**src/logic/port_status_cfg.svh**
```systemverilog
`ifndef PORT_STATUS_CFG_SVH
`define PORT_STATUS_CFG_SVH

// register offsets on the management access port
`define MISC_STATUS_OFS      8'h0F
`define FAULT_STATUS_OFS     8'h10
`define EVENT_STATUS_OFS     8'h11
`define PROFILE_PRIMARY_OFS  8'h12
`define PROFILE_LEGACY_OFS   8'h13
`define CONTROL_PIN_OFS      8'h14

// reset values
`define MISC_STATUS_RST      8'h00
`define FAULT_STATUS_RST     8'h00
`define EVENT_STATUS_RST     8'h00
`define PROFILE_PRIMARY_RST  8'h00
`define PROFILE_LEGACY_RST   8'h00
`define CONTROL_PIN_RST      8'h00
`define UNMAPPED_READ        8'h00

// fault_status field positions
`define FLT_ERROR_BIT        7
`define FLT_DISCHARGE_BIT    6
`define FLT_POWERUP_BIT      5
`define FLT_VBUS_LOW_BIT     4
`define FLT_THERMAL_BIT      3
`define FLT_OVERVOLT_BIT     2
`define FLT_BACKVOLT_BIT     1
`define FLT_OVERCURRENT_BIT  0

// event_status field positions
`define EVT_QUOTA_BIT        7
`define EVT_CONST_CUR_BIT    4
`define EVT_THERMAL_BIT      3
`define EVT_LOW_DRAW_BIT     2
`define EVT_REMOVAL_BIT      1
`define EVT_ATTACH_BIT       0

// profile_status_primary field positions
`define PRF_NO_HS_BIT        7
`define PRF_VS_LOW_BIT       4
`define PRF_CUSTOM_BIT       3
`define PRF_DCP_BIT          2
`define PRF_CDP_BIT          1
`define PRF_PASSTHRU_BIT     0

// quota action code that raises the alert output
`define QUOTA_ACT_ALERT      2'b00
// pass-through flag may be set after power-on
`define PT_ARMED_RST         1'b1

`endif

```
**src/logic/port_status_pkg.sv**
```systemverilog
package port_status_pkg;

  // levels arriving from pins and analog comparators (asynchronous)
  typedef struct packed {
    logic alert_in_n;         // alert pin readback
    logic adet_in_n;          // attach-detect pin readback
    logic over_limit;         // port current above limit threshold
    logic over_r2floor;       // port current above region2_floor
    logic dis_err;            // bus discharge failed
    logic vbus_low;           // bus voltage below keep-out level
    logic tsd;                // thermal shutdown
    logic over_volt;          // source overvoltage
    logic back_v;             // back-voltage detected
    logic therm;              // thermal regulation active
    logic low_draw;           // port current below low-draw level
    logic attach_evt;         // attach detector output
    logic removal_evt;        // removal detector output
    logic mode_select_first;  // first mode-select control
  } pin_cond_t;

  // configuration bits from the configuration bank (same clock)
  typedef struct packed {
    logic       alert_mask;          // suppress alert output
    logic       alert_link;          // informational events raise alert
    logic [1:0] quota_action_sel;    // quota action field
    logic       quota_counter_clear; // quota counter clear control
    logic       quota_enable;        // quota enable control
    logic       port_power_enable;   // port power enable control
    logic       auto_recovery_en;    // auto-recovery fault handling in use
    logic       mode_change;         // pulse: new active mode selected
  } cfg_t;

  // emulation engine and internal status (same clock)
  typedef struct packed {
    logic       custom_profile_ok_ok;     // pulse: custom profile accepted
    logic       dcp_ok;      // pulse: dcp profile accepted
    logic       cdp_ok;      // pulse: cdp profile accepted
    logic       pt_ok;       // pulse: pass-through active
    logic       no_hs;       // level: no handshake indicator
    logic       vs_low;      // level: source below threshold
    logic [6:0] legacy;      // legacy profile indicators
    logic [6:0] pin_state;   // internal control pin states
    logic [3:0] misc_low;    // charge/emulation step status
  } emu_t;

  // register access request from the management serial engine
  typedef struct packed {
    logic       valid;
    logic       write;
    logic [7:0] addr;
    logic [7:0] wdata;
  } acc_t;

  // state of the status bank apart from the flag banks and the pin synchroniser
  typedef struct packed {
    logic [6:0] fault;       // fault flags below the error flag
    logic       error;       // error-state flag
    logic       pt_armed;    // pass-through flag may set
    logic       adet_on;     // attach-detect output asserted
    logic       alert_on;    // alert output asserted
    logic       pwr_d;       // delayed power enable
    logic       therm_d;
    logic       low_d;
    logic       att_d;
    logic       rem_d;
    logic       msf_d;
    logic [7:0] rdata;       // read snapshot
  } bank_state_t;

endpackage : port_status_pkg

```
**src/logic/pin_sync.sv**
```systemverilog
`timescale 1ns/1ps
`default_nettype none

module pin_sync #(
  parameter int W = 1
) (
  input  wire logic         clk,    // system clock
  input  wire logic         rst_n,  // synchronous reset, active low
  input  wire logic [W-1:0] d,      // asynchronous levels
  output      logic [W-1:0] q       // synchronised levels
);

  typedef struct packed {
    logic [W-1:0] s1;
    logic [W-1:0] s2;
  } sync_state_t;

  sync_state_t st_reg;
  sync_state_t st_next;

  // first stage is read by the second stage only
  always_comb
  begin
    st_next.s1 = d;
    st_next.s2 = st_reg.s1;
  end

  always_ff @(posedge clk)
  begin
    if (!rst_n)
      st_reg <= '0;
    else
      st_reg <= st_next;
  end

  assign q = st_reg.s2;

endmodule : pin_sync

`default_nettype wire

```
**src/logic/flag_bank.sv**
```systemverilog
`timescale 1ns/1ps
`default_nettype none

module flag_bank #(
  parameter int W = 1
) (
  input  wire logic         clk,    // system clock
  input  wire logic         rst_n,  // synchronous reset, active low
  input  wire logic [W-1:0] set,    // set requests
  input  wire logic [W-1:0] clr,    // clear requests
  output      logic [W-1:0] q       // flag values
);

  typedef struct packed {
    logic [W-1:0] flags;
  } flag_state_t;

  flag_state_t st_reg;
  flag_state_t st_next;

  // a set in the clearing cycle wins so no event is lost
  always_comb
  begin
    st_next.flags = (st_reg.flags & ~clr) | set;
  end

  always_ff @(posedge clk)
  begin
    if (!rst_n)
      st_reg <= '0;
    else
      st_reg <= st_next;
  end

  assign q = st_reg.flags;

endmodule : flag_bank

`default_nettype wire

```
**src/logic/port_power_status_bank.sv**
```systemverilog
`timescale 1ns/1ps
`default_nettype none

`include "port_status_cfg.svh"

module port_power_status_bank
  import port_status_pkg::*;
(
  input  wire logic        clk,                  // system clock, 50 MHz
  input  wire logic        rst_n,                // synchronous reset, active low
  input  wire pin_cond_t   pins,                 // asynchronous pin and analog levels
  input  wire cfg_t        cfg,                  // configuration bits
  input  wire logic        quota_hit,            // pulse: delivered charge reached quota
  input  wire emu_t        emu,                  // emulation and internal status
  input  wire acc_t        acc,                  // register access request
  output      logic [7:0]  rdata,                // read data, valid after read cycle
  output      logic        error_state,          // device is in the error state
  output      logic        alert_out_n,          // alert pin output level
  output      logic        alert_oe,             // alert pin drive enable
  output      logic        attach_detect_out_n,  // attach-detect pin output level
  output      logic        attach_detect_oe      // attach-detect pin drive enable
);

  ////////////////////////////////////////////////////////////////////////////////
  // synchronised inputs

  pin_cond_t   pin_s;
  bank_state_t st_reg;
  bank_state_t st_next;

  pin_sync #(
    .W ($bits(pin_cond_t))
  ) u_pin_sync (
    .clk   (clk),
    .rst_n (rst_n),
    .d     (pins),
    .q     (pin_s)
  );

  ////////////////////////////////////////////////////////////////////////////////
  // access decode

  logic rd_hit;
  logic rd_fault;
  logic rd_event;
  logic wr_fault;
  logic err_wr_clr;

  // decode of a register read or write
  function automatic logic hit(input acc_t a, input logic [7:0] ofs, input logic wr);
    hit = a.valid && (a.write == wr) && (a.addr == ofs);
  endfunction : hit

  assign rd_hit     = acc.valid && !acc.write;
  assign rd_fault   = hit(acc, `FAULT_STATUS_OFS, 1'b0);
  assign rd_event   = hit(acc, `EVENT_STATUS_OFS, 1'b0);
  assign wr_fault   = hit(acc, `FAULT_STATUS_OFS, 1'b1);
  // only a zero written to the error flag has any effect
  assign err_wr_clr = wr_fault && !acc.wdata[`FLT_ERROR_BIT];

  ////////////////////////////////////////////////////////////////////////////////
  // edges of synchronised levels and control

  logic pwr_fall;
  logic therm_rise;
  logic low_rise;
  logic att_evt;
  logic rem_evt;
  logic msf_toggle;

  assign pwr_fall   = st_reg.pwr_d && !cfg.port_power_enable;
  assign therm_rise = pin_s.therm && !st_reg.therm_d;
  assign low_rise   = pin_s.low_draw && !st_reg.low_d;
  assign att_evt    = pin_s.attach_evt && !st_reg.att_d;
  assign rem_evt    = pin_s.removal_evt && !st_reg.rem_d;
  assign msf_toggle = pin_s.mode_select_first != st_reg.msf_d;

  ////////////////////////////////////////////////////////////////////////////////
  // live fault conditions

  logic [6:0] fcond;
  logic       err_clr;
  logic       auto_clr;

  // overcurrent counts only when both thresholds are exceeded
  always_comb
  begin
    fcond = '0;
    fcond[`FLT_OVERCURRENT_BIT] = pin_s.over_limit && pin_s.over_r2floor;
    fcond[`FLT_BACKVOLT_BIT]    = pin_s.back_v;
    fcond[`FLT_OVERVOLT_BIT]    = pin_s.over_volt;
    fcond[`FLT_THERMAL_BIT]     = pin_s.tsd;
    fcond[`FLT_VBUS_LOW_BIT]    = pin_s.vbus_low;
    fcond[`FLT_DISCHARGE_BIT]   = pin_s.dis_err;
  end

  // auto-recovery leaves error once every condition has gone
  assign auto_clr = cfg.auto_recovery_en && st_reg.error && (fcond == '0);
  assign err_clr  = err_wr_clr || pwr_fall || auto_clr;

  ////////////////////////////////////////////////////////////////////////////////
  // clear-on-read event flags: quota, thermal, low draw, removal, attach

  localparam int EV_QUOTA = 4;
  localparam int EV_THERM = 3;
  localparam int EV_LOW   = 2;
  localparam int EV_REM   = 1;
  localparam int EV_ATT   = 0;

  logic [4:0] ev_set;
  logic [4:0] ev_clr;
  logic [4:0] ev_q;

  // each event raises its flag; reads clear, set wins inside flag_bank
  always_comb
  begin
    ev_set           = '0;
    ev_set[EV_QUOTA] = quota_hit;
    ev_set[EV_THERM] = therm_rise;
    ev_set[EV_LOW]   = low_rise;
    ev_set[EV_REM]   = rem_evt;
    ev_set[EV_ATT]   = att_evt;
    ev_clr           = {5{rd_event}};
    ev_clr[EV_QUOTA] = rd_event || cfg.quota_counter_clear || !cfg.quota_enable;
  end

  flag_bank #(
    .W (5)
  ) u_event_flags (
    .clk   (clk),
    .rst_n (rst_n),
    .set   (ev_set),
    .clr   (ev_clr),
    .q     (ev_q)
  );

  ////////////////////////////////////////////////////////////////////////////////
  // profile indicator flags

  logic [3:0] pf_set;
  logic [3:0] pf_clr;
  logic [3:0] pf_q;
  logic       pt_set;

  // pass-through only sets while armed, so a re-attach alone cannot set it
  assign pt_set = emu.pt_ok && st_reg.pt_armed;

  always_comb
  begin
    pf_set = {emu.custom_profile_ok_ok, emu.dcp_ok, emu.cdp_ok, pt_set};
    pf_clr = {4{pwr_fall || cfg.mode_change || rem_evt}};
  end

  flag_bank #(
    .W (4)
  ) u_profile_flags (
    .clk   (clk),
    .rst_n (rst_n),
    .set   (pf_set),
    .clr   (pf_clr),
    .q     (pf_q)
  );

  ////////////////////////////////////////////////////////////////////////////////
  // register images

  logic [7:0] misc_img;
  logic [7:0] fault_img;
  logic [7:0] event_img;
  logic [7:0] prof_img;
  logic [7:0] legacy_img;
  logic [7:0] pinst_img;

  // images assembled from current state; pin readbacks show asserted as one
  always_comb
  begin
    misc_img   = {2'b00, !pin_s.alert_in_n, !pin_s.adet_in_n, emu.misc_low};
    fault_img  = {st_reg.error, st_reg.fault};
    event_img  = `EVENT_STATUS_RST;
    event_img[`EVT_QUOTA_BIT]     = ev_q[EV_QUOTA];
    event_img[`EVT_CONST_CUR_BIT] = pin_s.over_limit;
    event_img[`EVT_THERMAL_BIT]   = ev_q[EV_THERM];
    event_img[`EVT_LOW_DRAW_BIT]  = ev_q[EV_LOW];
    event_img[`EVT_REMOVAL_BIT]   = ev_q[EV_REM];
    event_img[`EVT_ATTACH_BIT]    = ev_q[EV_ATT];
    prof_img   = `PROFILE_PRIMARY_RST;
    prof_img[`PRF_NO_HS_BIT]      = emu.no_hs;
    prof_img[`PRF_VS_LOW_BIT]     = emu.vs_low;
    prof_img[`PRF_CUSTOM_BIT]     = pf_q[3];
    prof_img[`PRF_DCP_BIT]        = pf_q[2];
    prof_img[`PRF_CDP_BIT]        = pf_q[1];
    prof_img[`PRF_PASSTHRU_BIT]   = pf_q[0];
    legacy_img = {1'b0, emu.legacy};
    pinst_img  = {1'b0, emu.pin_state};
  end

  // read multiplexer; unmapped offsets return zero
  function automatic logic [7:0] read_mux(input logic [7:0] a);
    unique case (a)
      `MISC_STATUS_OFS:     read_mux = misc_img;
      `FAULT_STATUS_OFS:    read_mux = fault_img;
      `EVENT_STATUS_OFS:    read_mux = event_img;
      `PROFILE_PRIMARY_OFS: read_mux = prof_img;
      `PROFILE_LEGACY_OFS:  read_mux = legacy_img;
      `CONTROL_PIN_OFS:     read_mux = pinst_img;
      default:              read_mux = `UNMAPPED_READ;
    endcase
  endfunction : read_mux

  ////////////////////////////////////////////////////////////////////////////////
  // next-state logic

  logic       alert_src;
  logic       quota_alert;
  logic       info_alert;

  // informational and quota sources; profile flags are not a source
  assign quota_alert = ev_q[EV_QUOTA] && (cfg.quota_action_sel == `QUOTA_ACT_ALERT);
  assign info_alert  = cfg.alert_link && (ev_q[EV_THERM] || ev_q[EV_LOW]);
  // removal, attach and profiles stay out of the alert sum
  assign alert_src   = (st_reg.fault != '0) || quota_alert || info_alert;

  always_comb
  begin
    st_next = st_reg;

    // fault flags: a present condition always holds its flag
    if (rd_fault || err_clr)
      st_next.fault = fcond;
    else
      st_next.fault = st_reg.fault | fcond;

    // error flag sets from live fault conditions, write-zero checks remaining faults
    if (err_clr)
      st_next.error = (fcond != '0);
    else
      st_next.error = st_reg.error || (fcond != '0);

    // alert driven from flag sources, not from the error flag
    st_next.alert_on = alert_src && !cfg.alert_mask;

    // attach-detect asserted on attach, released on removal
    if (att_evt)
      st_next.adet_on = 1'b1;
    else if (rem_evt)
      st_next.adet_on = 1'b0;

    // pass-through arming
    if (msf_toggle || cfg.mode_change)
      st_next.pt_armed = 1'b1;
    else if (pt_set)
      st_next.pt_armed = 1'b0;

    // edge history
    st_next.pwr_d   = cfg.port_power_enable;
    st_next.therm_d = pin_s.therm;
    st_next.low_d   = pin_s.low_draw;
    st_next.att_d   = pin_s.attach_evt;
    st_next.rem_d   = pin_s.removal_evt;
    st_next.msf_d   = pin_s.mode_select_first;

    // snapshot taken in the same cycle that clears read-sensitive flags
    if (rd_hit)
      st_next.rdata = read_mux(acc.addr);
  end

  ////////////////////////////////////////////////////////////////////////////////
  // state register

  always_ff @(posedge clk)
  begin
    if (!rst_n)
    begin
      st_reg          <= '0;
      st_reg.pt_armed <= `PT_ARMED_RST;
    end
    else
    begin
      st_reg <= st_next;
    end
  end

  ////////////////////////////////////////////////////////////////////////////////
  // outputs

  // open-drain pins pull low while enabled
  assign rdata               = st_reg.rdata;
  assign error_state         = st_reg.error;
  assign alert_out_n         = 1'b0;
  assign alert_oe            = st_reg.alert_on;
  assign attach_detect_out_n = 1'b0;
  assign attach_detect_oe    = st_reg.adet_on;

endmodule : port_power_status_bank

`default_nettype wire

```
**config.mk**
```make
export PLATFORM = sky130hd
export DESIGN_NAME = port_power_status_bank
export DESIGN_NICKNAME = d
export VERILOG_FILES = /design/src/logic/port_status_pkg.sv /design/src/logic/pin_sync.sv /design/src/logic/flag_bank.sv /design/src/logic/port_power_status_bank.sv
export VERILOG_INCLUDE_DIRS = /design/src /design/src/logic
export SDC_FILE = /design/constraint.sdc
export NUM_CORES = 1
export LEC_CHECK = 0
export BUFFER_PORTS_ARGS = -buffer_cell sky130_fd_sc_hd__buf_2
export CAP_MARGIN = 20
export CORE_ASPECT_RATIO = 0.5
export CORE_MARGIN = 2
export CORE_UTILIZATION = 54
export DETAILED_ROUTE_END_ITERATION = 12
export PLACE_DENSITY = 0.9
export SYNTH_ARGS = -nofsm -noshare
export SYNTH_HDL_FRONTEND = slang
export SYNTH_SLANG_ARGS = --single-unit
```
**constraint.sdc**
```tcl
create_clock -name clk -period 3.6 [get_ports clk]
set_input_delay 0.72 -clock clk [delete_from_list [all_inputs] [get_ports clk]]
set_output_delay 0.72 -clock clk [all_outputs]
set_load 0.01 [all_outputs]
```
==> qor.csv, run 1 <==
stage,metric,value,unit
pwr,p_per_area,458,nW/um^2
global_route,grt_max_degree,49,
setup_path,critPathSlowestCell,or4_1,
global_route,grt_antenna_before_repair,0,
timing,period_share,0.573,
yosys,ys_ff_latch,61,
yosys,syn_inst,250,
clocking,clockRootBuffer,clkbuf_8,
global_route,grt_pass1_wl,8790,um
clocking,clock_latency,0.34,ns
timing,worst_clock_skew,0.00531,ns
clocking,cts.reportedPaths.clkPinSlew,0.06,ns
routing,dr.pass1.iters,5,
clocking,clkSinkCount,61,
global_route,grt_pass1_vias,1908,
timing,hold_viol,0,
routing,wl_met3,452,um
yosys,synth-async-reset-ratio,0,
timing,slew_violations,0,
yosys,syn_area_per_cell,9.86,um^2
clocking,htreeDepth,3,
yosys,synthesis.area,2470,um^2
setup_path,worstPathArrival,2.27,ns
timing,tns,0,ns
routing,wl_per_cell,15.0,um
die,die_h,51.8,um
setup_path,reg2reg_depth,3,
placement,hpwl,3790,um
yosys,synth_edf_count,0,
min_path,min_to,u_pin_sync.q[8]$_SDFF_PN0_,
setup_path,cp_cell_sequence,"buf_2, buf_4, clkinv_1, or4_1",
yosys,synthFlopType,dfxtp_1,
setup_path,critPathMaxStageDelay,0.63,ns
die,dieArea,5160,um^2
routing,wl_met2,2640,um
pwr,leakagePower,1.27,nW
min_path,min_from,u_pin_sync.st_next[8]$_SDFF_PN0_,
routing,postRouteAntennaNets,0,
die,die_w,99.6,um
run_status,status,"finished, final reports clean",
setup_path,path_max_fanout,48,
routing,wirelength,5570,um
placement,port_buffers,71,
global_route,globalRouteTotalUtil,0.229,
cells_and_area,drive_gt1_frac,0.295,
setup_path,crit_required,3.81,ns
clocking,ctsResizeCount,0,
clocking,numCtsBuffers,9,
routing,drc,0,
die,start_util,0.560,
clocking,cts_tree,yes,
clocking,cts_setup_buffers,0,
timing,max_clock_freq,0.485,GHz
setup_path,cp-start-kind,primary input,
timing,rsz0062_at_grt,false,
setup_path,crit_path_end_kind,flop,
timing,slew_headroom,0.669,
setup_path,rr_startpoint,fault_img[2]$_SDFF_PN0_,
cells_and_area,syn_to_final_growth,18.3,%
die,design.core.area,4400,um^2
cells_and_area,fin_nets,380,
min_path,min_path_cells,1,
clocking,hold_buffers,0,
yosys,yosysSeqAreaShare,0.495,
yosys,synth_area_leaders,"dfxtp_1, and2_1, mux2i_1",
routing,viasPerCell,5.34,
routing,dr_total_vias,1988,
clocking,clk_path_buf_depth,2,
global_route,gr-total-overflow,0,
min_path,hold_class,reg -> reg,
timing,worstMarginPinSlew,0.493,ns
yosys,synth_top_area_frac,0.495,
routing,drtIter0Drc,239,
placement,routabilityCongestion,0.857,
cells_and_area,fin_util,0.662,
routing,wl_met1,2300,um
timing,period_needed,2.06,ns
setup_path,criticalPathCategory,in -> reg,
setup_path,rrSetupSlack,2.17,ns
yosys,yosys_warnings,0,
timing,finalSetupViolCount,0,
job,maxCapViolCount,0,
cells_and_area,diodes,0,
yosys,synth_top_area_cell,dfxtp_1,
setup_path,timing.rr.end,alert_oe$_SDFF_PN0_,
pwr,ir_drop,0.239,mV
routing,routed.top_layer,met4,
die,num_rows,17,
yosys,synth_cell_types,43,
die,io_pins,81,
cell usage after synthesis, types with 3 or more instances:
cell type  count
a21oi_1       10
a32oi_1        6
and2_1        35
and3b_1        3
buf_4         11
clkbuf_1       7
dfxtp_1       61
mux2i_1       11
nand2_1       10
nand2b_1       5
nand3b_1       6
nand4_1       10
nor2_1        14
nor2b_1        5
o21a_1         6
o21ai_1       10
o22a_1         5
power by group:
part / leakage (nW) / switching (mW) / internal, mW
clock: 0.0767 / 0.245 / 0.237
combinational: 0.696 / 0.0679 / 0.0648
sequential: 0.502 / 0.0149 / 0.704
through the flow:
stage                     power (mW)  instance area, um^2  hold slack (ns)  std cells  worst slack [ns]
final                           1.33                 2920            0.433        372              1.54
after global routing            1.39                 2920            0.446        372              1.41
after CTS                       1.34                 2920            0.432        372              1.55
after detailed placement       0.861                 2760            0.417        358              1.21
after global placement         0.855                 2760            0.417        358              1.25
after floorplan                0.810                 2470            0.412        251              1.98
critical path, delay by kind of cell:
kind,cells,cell delay [ns]
and+or+nand+nor,1,0.63
buffers and inverters,3,0.92
worst max-delay path by stage:
stage | depth (start not counted) | slack (ns) | from | to
after detailed placement | 4 | 1.21 | rst_n | st_reg[16]$_SDFFE_PP1P_
final | 4 | 1.54 | rst_n | st_reg[16]$_SDFFE_PP1P_
after global routing | 4 | 1.41 | rst_n | st_reg[16]$_SDFFE_PP1P_
after global placement | 4 | 1.25 | rst_n | st_reg[16]$_SDFFE_PP1P_
after CTS | 4 | 1.55 | rst_n | st_reg[16]$_SDFFE_PP1P_
after floorplan | 5 | 1.98 | acc[10] | u_event_flags.q[0]$_SDFF_PN0_
kinds of logic after synthesis:
family                    share of synthesized area
and+or+nand+nor                               0.257
muxes                                        0.0492
buffers and inverters                        0.0604
xor gates and xnor gates                    0.00355
AOI/OAI and AO/OA                             0.133
DFF                                           0.495
other                                       0.00152
placed cells by master, fill, tap and decap left out, types with 5 or more instances in the layout:
| cell | n |
|---|---|
| and2_1 | 35 |
| o22a_1 | 5 |
| nor2b_1 | 5 |
| dfxtp_1 | 61 |
| nand4_1 | 10 |
| nor2_1 | 14 |
| o21ai_1 | 10 |
| a32oi_1 | 6 |
| nand3b_1 | 6 |
| clkbuf_8 | 9 |
| nand2_1 | 10 |
| nand2b_1 | 5 |
| a21oi_1 | 10 |
| buf_2 | 71 |
| o21a_1 | 6 |
| mux2i_1 | 11 |
routing by layer:
metal / GRT usage / up-vias
met1: 0.260 / 890
met3: 0.0941 / 18
met2: 0.394 / 88
met5: 0 / -
li1: - / 992
met4: 0.0890 / 0
area by class of cell:
type	instances	area, um^2
clock inverter	5	30.0
timing repair buffer	72	363
multi-input combinational	166	1100
fill	326	1490
inverter	2	7.51
clock buffer	9	124
sequential	61	1220
tap	57	71.3
Note: power is estimated with default switching activity, not from simulation.
==> run 2, diff against run 1 <==
Settings changed: CORE_UTILIZATION 54 to 50, PLACE_DENSITY 0.9 to 0.85.
Clock period 3.6 ns to 2.1 ns, I/O delays scaled along.
==> run 2 against run 1 <==
  * First-iteration DRC count shrank 35%
  * Combinational power grew 68%
  * Cell area grew 1.9%
  * Highest routed layer unchanged
  * Clock power grew 100%
  * Critical path depth grew 1
  * Core utilization shrank 1.2 points
  * Worst hold slack lost 0.19 ns
  * Register-to-register slack lost 1.4 ns
  * Via count shrank 2.4%
==> qor.csv, run 2 (synthesis results as in run 1) <==
stage,metric,value,unit
timing,worst_clock_skew,0.00603,ns
global_route,grt_max_degree,46,
placement,placedCellCount,368,
cells_and_area,most-common-layout-cells,"buf_2, dfxtp_1, and2_1",
pwr,p_per_area,819,nW/um^2
setup_path,cp-start-kind,primary input,
cells_and_area,fin_nets,381,
clocking,clock_latency,0.33,ns
setup_path,timing.rr.end,alert_oe$_SDFF_PN0_,
min_path,hold_class,in -> reg,
routing,wl_per_cell,13.2,um
job,maxCapViolCount,0,
setup_path,crit_path_end_kind,flop,
clocking,cts.reportedPaths.clkPinSlew,0.07,ns
timing,period_needed,1.35,ns
clocking,clockRootBuffer,clkbuf_8,
cells_and_area,drive_gt1_frac,0.299,
placement,dpl-instance-area,2780,um^2
placement,hpwl,3750,um
timing,finalSetupViolCount,0,
cells_and_area,diodes,0,
cells_and_area,layout_commonest_cell,buf_2,
setup_path,reg2reg_depth,3,
timing,hold_viol,0,
die,num_rows,17,
routing,postRouteAntennaNets,0,
placement,port_buffers,71,
clocking,htreeDepth,3,
routing,viasPerCell,5.05,
die,dieArea,5540,um^2
cells_and_area,syn_to_final_growth,20.5,%
die,design.core.area,4570,um^2
setup_path,criticalPathCategory,in -> reg,
global_route,grt_use_met1,0.236,
global_route,use_met2,0.326,
pwr,ir_drop,0.387,mV
clocking,ctsResizeCount,0,
setup_path,worstPathArrival,1.56,ns
die,die_w,103,um
clocking,clkSinkCount,61,
setup_path,rr_startpoint,fault_img[2]$_SDFF_PN0_,
global_route,grt_pass1_vias,1831,
cells_and_area,postLayoutCellArea,2970,um^2
pwr,leakagePower,1.30,nW
cells_and_area,multi_input_area,1100,um^2
routing,drtIter0Drc,155,
cells_and_area,regArea,1220,um^2
setup_path,critPathCapture,error_state$_SDFF_PN0_,
cells_and_area,instances_no_fill,384,
timing,period_share,0.644,
run_status,status,"finished, final reports clean",
routing,wirelength,5080,um
clocking,cts_setup_buffers,0,
clocking,cts_tree,yes,
routing,drc,0,
clocking,numCtsBuffers,9,
setup_path,path_max_fanout,22,
global_route,grt_antenna_before_repair,0,
global_route,top_usage_layer,met2,
global_route,grt_pass1_wl,8000,um
die,die_h,53.7,um
clocking,hold_buffers,0,
timing,timing.hold.ws,0.243,ns
routing,dr.pass1.iters,4,
die,io_pins,81,
setup_path,crit_required,2.31,ns
timing,max_clock_freq,0.740,GHz
routing,dr_total_vias,1940,
global_route,met3_usage,0.0740,
global_route,gr-total-overflow,0,
cells_and_area,fillers,366,
pwr,finalPower,2.44,mW
timing,rsz0062_at_grt,false,
die,start_util,0.539,
clocking,clk_path_buf_depth,2,
setup_path,cp-startpoint,acc[8],
global_route,globalRouteTotalUtil,0.196,
setup_path,rrSetupSlack,0.81,ns
placement,routabilityCongestion,0.830,
timing,tns,0,ns
timing,slew_violations,0,
## run 2: final cells by class
class | count | area share
clock buffer | 10 | 0.0429
tap | 66 | 0.0278
sequential | 61 | 0.411
clock inverter | 6 | 0.0215
multi-input combinational | 166 | 0.370
timing repair buffer | 73 | 0.125
inverter | 2 | 0.00253
## run 2: stage by stage
step,utilization,worst slack [ns]
floorplan,-,0.781
global placement,0.608,0.494
detailed placement,0.608,0.438
CTS,0.650,0.791
global route,0.650,0.662
finish,0.650,0.748
## run 2: how the worst min path moves through the flow
stage | start | end | slack, ns | cells past startpoint
after floorplan | u_pin_sync.st_next[0]$_SDFF_PN0_ | u_pin_sync.q[0]$_SDFF_PN0_ | 0.41 | 1
after global placement | u_pin_sync.st_next[9]$_SDFF_PN0_ | u_pin_sync.q[9]$_SDFF_PN0_ | 0.42 | 1
after detailed placement | u_pin_sync.st_next[0]$_SDFF_PN0_ | u_pin_sync.q[0]$_SDFF_PN0_ | 0.42 | 1
after CTS | cfg[8] | alert_oe$_SDFF_PN0_ | 0.23 | 2
after global routing | cfg[8] | alert_oe$_SDFF_PN0_ | 0.23 | 2
final | cfg[8] | alert_oe$_SDFF_PN0_ | 0.24 | 2
## run 2: critical path, stage by stage
cell and delay (ns):
buf_2 0.24, nor2_1 0.34, nand4_2 0.28, nand4b_1 0.18, a31oi_1 0.09
## run 2: layer usage
layer	part of all wire	wire (um)
met1	0.46	2360
met3	0.054	275
met2	0.47	2400
met5	0	0
met4	0.0075	38
## run 2: report_power, final
group	leakage, nW	total [mW]	internal [mW]	switching, mW
clock network	0.0923	0.983	0.545	0.438
registers	0.502	1.23	1.21	0.0227
logic	0.701	0.223	0.112	0.111
total	1.30	2.44	1.86	0.572
==> run 3, diff against run 2 <==
Settings changed: ABC_AREA set to 1.
Clock period 2.1 ns to 1.25 ns, I/O delays scaled along.
==> run 3 against run 2 <==
  * Cell area increased by 7.4%
  * Critical path depth increased by 2
  * Cell count increased by 30%
  * Area after synthesis increased by 3.3%
  * Core utilization about the same
  * Setup slack got worse by 0.67 ns
  * Combinational power increased by 74%
  * Via count increased by 19%
  * Non-clock buffer count increased by 13
  * Critical endpoint is now fault_img[3]$_SDFF_PN0_
==> qor.csv, run 3 <==
stage,metric,value,unit
routing,wl_met3,324,um
die,die_w,105,um
global_route,grt_max_degree,33,
yosys,synth_commonest_cells,"nand2_1, dfxtp_1, inv_1",
timing,hold_viol,0,
global_route,gr-total-overflow,0,
yosys,synth_top_area_cell,dfxtp_1,
cells_and_area,syn_to_final_growth,25.2,%
routing,dr.pass1.iters,4,
setup_path,crit_required,1.51,ns
setup_path,crit_path_end_kind,flop,
clocking,htreeDepth,3,
pwr,leakagePower,1.78,nW
routing,dr_total_vias,2300,
global_route,grt_antenna_before_repair,0,
clocking,clock_latency,0.34,ns
setup_path,path_max_fanout,5,
global_route,grt_pass1_wl,8730,um
yosys,synthFlopType,dfxtp_1,
yosys,syn_inst,346,
run_status,status,"finished, final reports clean",
global_route,grt_pass1_vias,1976,
setup_path,rr_startpoint,u_pin_sync.q[11]$_SDFF_PN0_,
pwr,ir_drop,0.560,mV
placement,hpwl,3930,um
routing,routed.top_layer,met4,
routing,wl_met2,2620,um
timing,finalSetupViolCount,0,
routing,drc,0,
die,io_pins,81,
routing,wl_met1,2540,um
min_path,min_from,cfg[8],
cells_and_area,fillers,418,
routing,wirelength,5530,um
cells_and_area,postLayoutCellArea,3190,um^2
timing,max_clock_freq,0.855,GHz
yosys,synth-async-reset-ratio,0,
placement,dpl-instance-area,2960,um^2
yosys,yosysSeqAreaShare,0.479,
placement,routabilityCongestion,0.839,
yosys,synth_edf_count,0,
setup_path,criticalPathCategory,reg -> reg,
setup_path,worstPathArrival,1.43,ns
yosys,synth_cell_types,27,
clocking,cts.reportedPaths.clkPinSlew,0.07,ns
min_path,hold_class,in -> reg,
cells_and_area,fin_nets,492,
clocking,cts_tree,yes,
routing,postRouteAntennaNets,0,
placement,placedCellCount,481,
timing,worst_clock_skew,0.00707,ns
clocking,clockRootBuffer,clkbuf_8,
die,dieArea,5720,um^2
cells_and_area,instances_no_fill,499,
yosys,synth_top_area_frac,0.479,
yosys,yosysMostFrequentCell,nand2_1,
yosys,synth_area_leaders,"dfxtp_1, nand2_1, inv_1",
timing,period_needed,1.17,ns
setup_path,cp-start-kind,flop,
job,maxCapViolCount,0,
cells_and_area,diodes,0,
routing,viasPerCell,4.61,
pwr,p_per_area,1360,nW/um^2
die,die_h,54.5,um
die,start_util,0.519,
placement,port_buffers,71,
die,design.core.area,4910,um^2
cells_and_area,most-common-layout-cells,"buf_2, nand2_1, dfxtp_1",
yosys,yosys_warnings,0,
timing,slew_violations,0,
yosys,synthesis.area,2550,um^2
routing,wl_per_cell,11.1,um
clocking,clk_path_buf_depth,2,
clocking,numCtsBuffers,9,
setup_path,cp-startpoint,u_pin_sync.q[11]$_SDFF_PN0_,
clocking,clkSinkCount,61,
routing,drtIter0Drc,72,
cells_and_area,drive_gt1_frac,0.289,
global_route,globalRouteTotalUtil,0.203,
pwr,finalPower,4.34,mW
timing,timing.hold.ws,0.0698,ns
cells_and_area,layout_commonest_cell,buf_2,
die,num_rows,18,
timing,period_share,0.936,
yosys,syn_area_per_cell,7.37,um^2
yosys,ys_ff_latch,61,
## run 3: final cells by class
cell class | count | area (um^2) | share of cell area
sequential | 61 | 1220 | 0.383
multi-input combinational | 200 | 953 | 0.299
tap | 70 | 87.6 | 0.0274
clock buffer | 10 | 128 | 0.0400
timing repair buffer | 86 | 468 | 0.147
clock inverter | 6 | 86.3 | 0.0270
inverter | 66 | 248 | 0.0776
## run 3: worst max-delay path, stage by stage, from the launching register on
cell and delay (ns):
dfxtp_1 0.35, nand2_1 0.08, nand2_1 0.06, nor2_1 0.06, a21oi_2 0.15, buf_4 0.15
nand4_1 0.08, a21oi_1 0.15
## run 3: through the flow
stage                     worst slack (ns)  utilization  setup TNS, ns
after floorplan                      0.157            -              0
after global placement             -0.0522        0.603         -0.392
after detailed placement           -0.0941        0.603         -0.711
after CTS                           0.0303        0.647              0
after global routing              -0.00573        0.650       -0.00899
final                               0.0804        0.650              0
## run 3: report_power, final
group / leakage (nW) / internal [mW] / switching, mW
logic: 1.17 / 0.175 / 0.213
clock network: 0.107 / 1.12 / 0.747
registers: 0.503 / 2.04 / 0.0461
total: 1.78 / 3.33 / 1.01
## run 3: path summary, 6_finish.rpt
check / endpoint / slack (ns) / depth (start not counted)
worst max-delay path: fault_img[3]$_SDFF_PN0_ / 0.08 / 7
worst min register to register: u_pin_sync.q[10]$_SDFF_PN0_ / 0.41 / 2
worst min-delay path: alert_oe$_SDFF_PN0_ / 0.07 / 2
worst max register to register: fault_img[3]$_SDFF_PN0_ / 0.08 / 7
## run 3: what timing repair did
item | CTS | global route
buffers inserted | 0 | 2
hold buffers | 0 | 0
setup endpoints to repair | 0 | 7
gates resized for setup | 0 | 0
## run 3: cell families after synthesis
logic type | share of synthesized area
flip-flops | 0.479
XOR/XNOR | 0.00344
AO/OA/AOI/OAI | 0.0849
AND/OR/NAND/NOR | 0.283
other | 0.00147
buffers and inverters | 0.148
## run 3: routing by layer
| layer | global-route usage | up-vias |
|---|---|---|
| met5 | 0 | - |
| met3 | 0.0762 | 5 |
| met1 | 0.252 | 1016 |
| met2 | 0.344 | 70 |
| met4 | 0.0511 | 0 |
| li1 | - | 1209 |
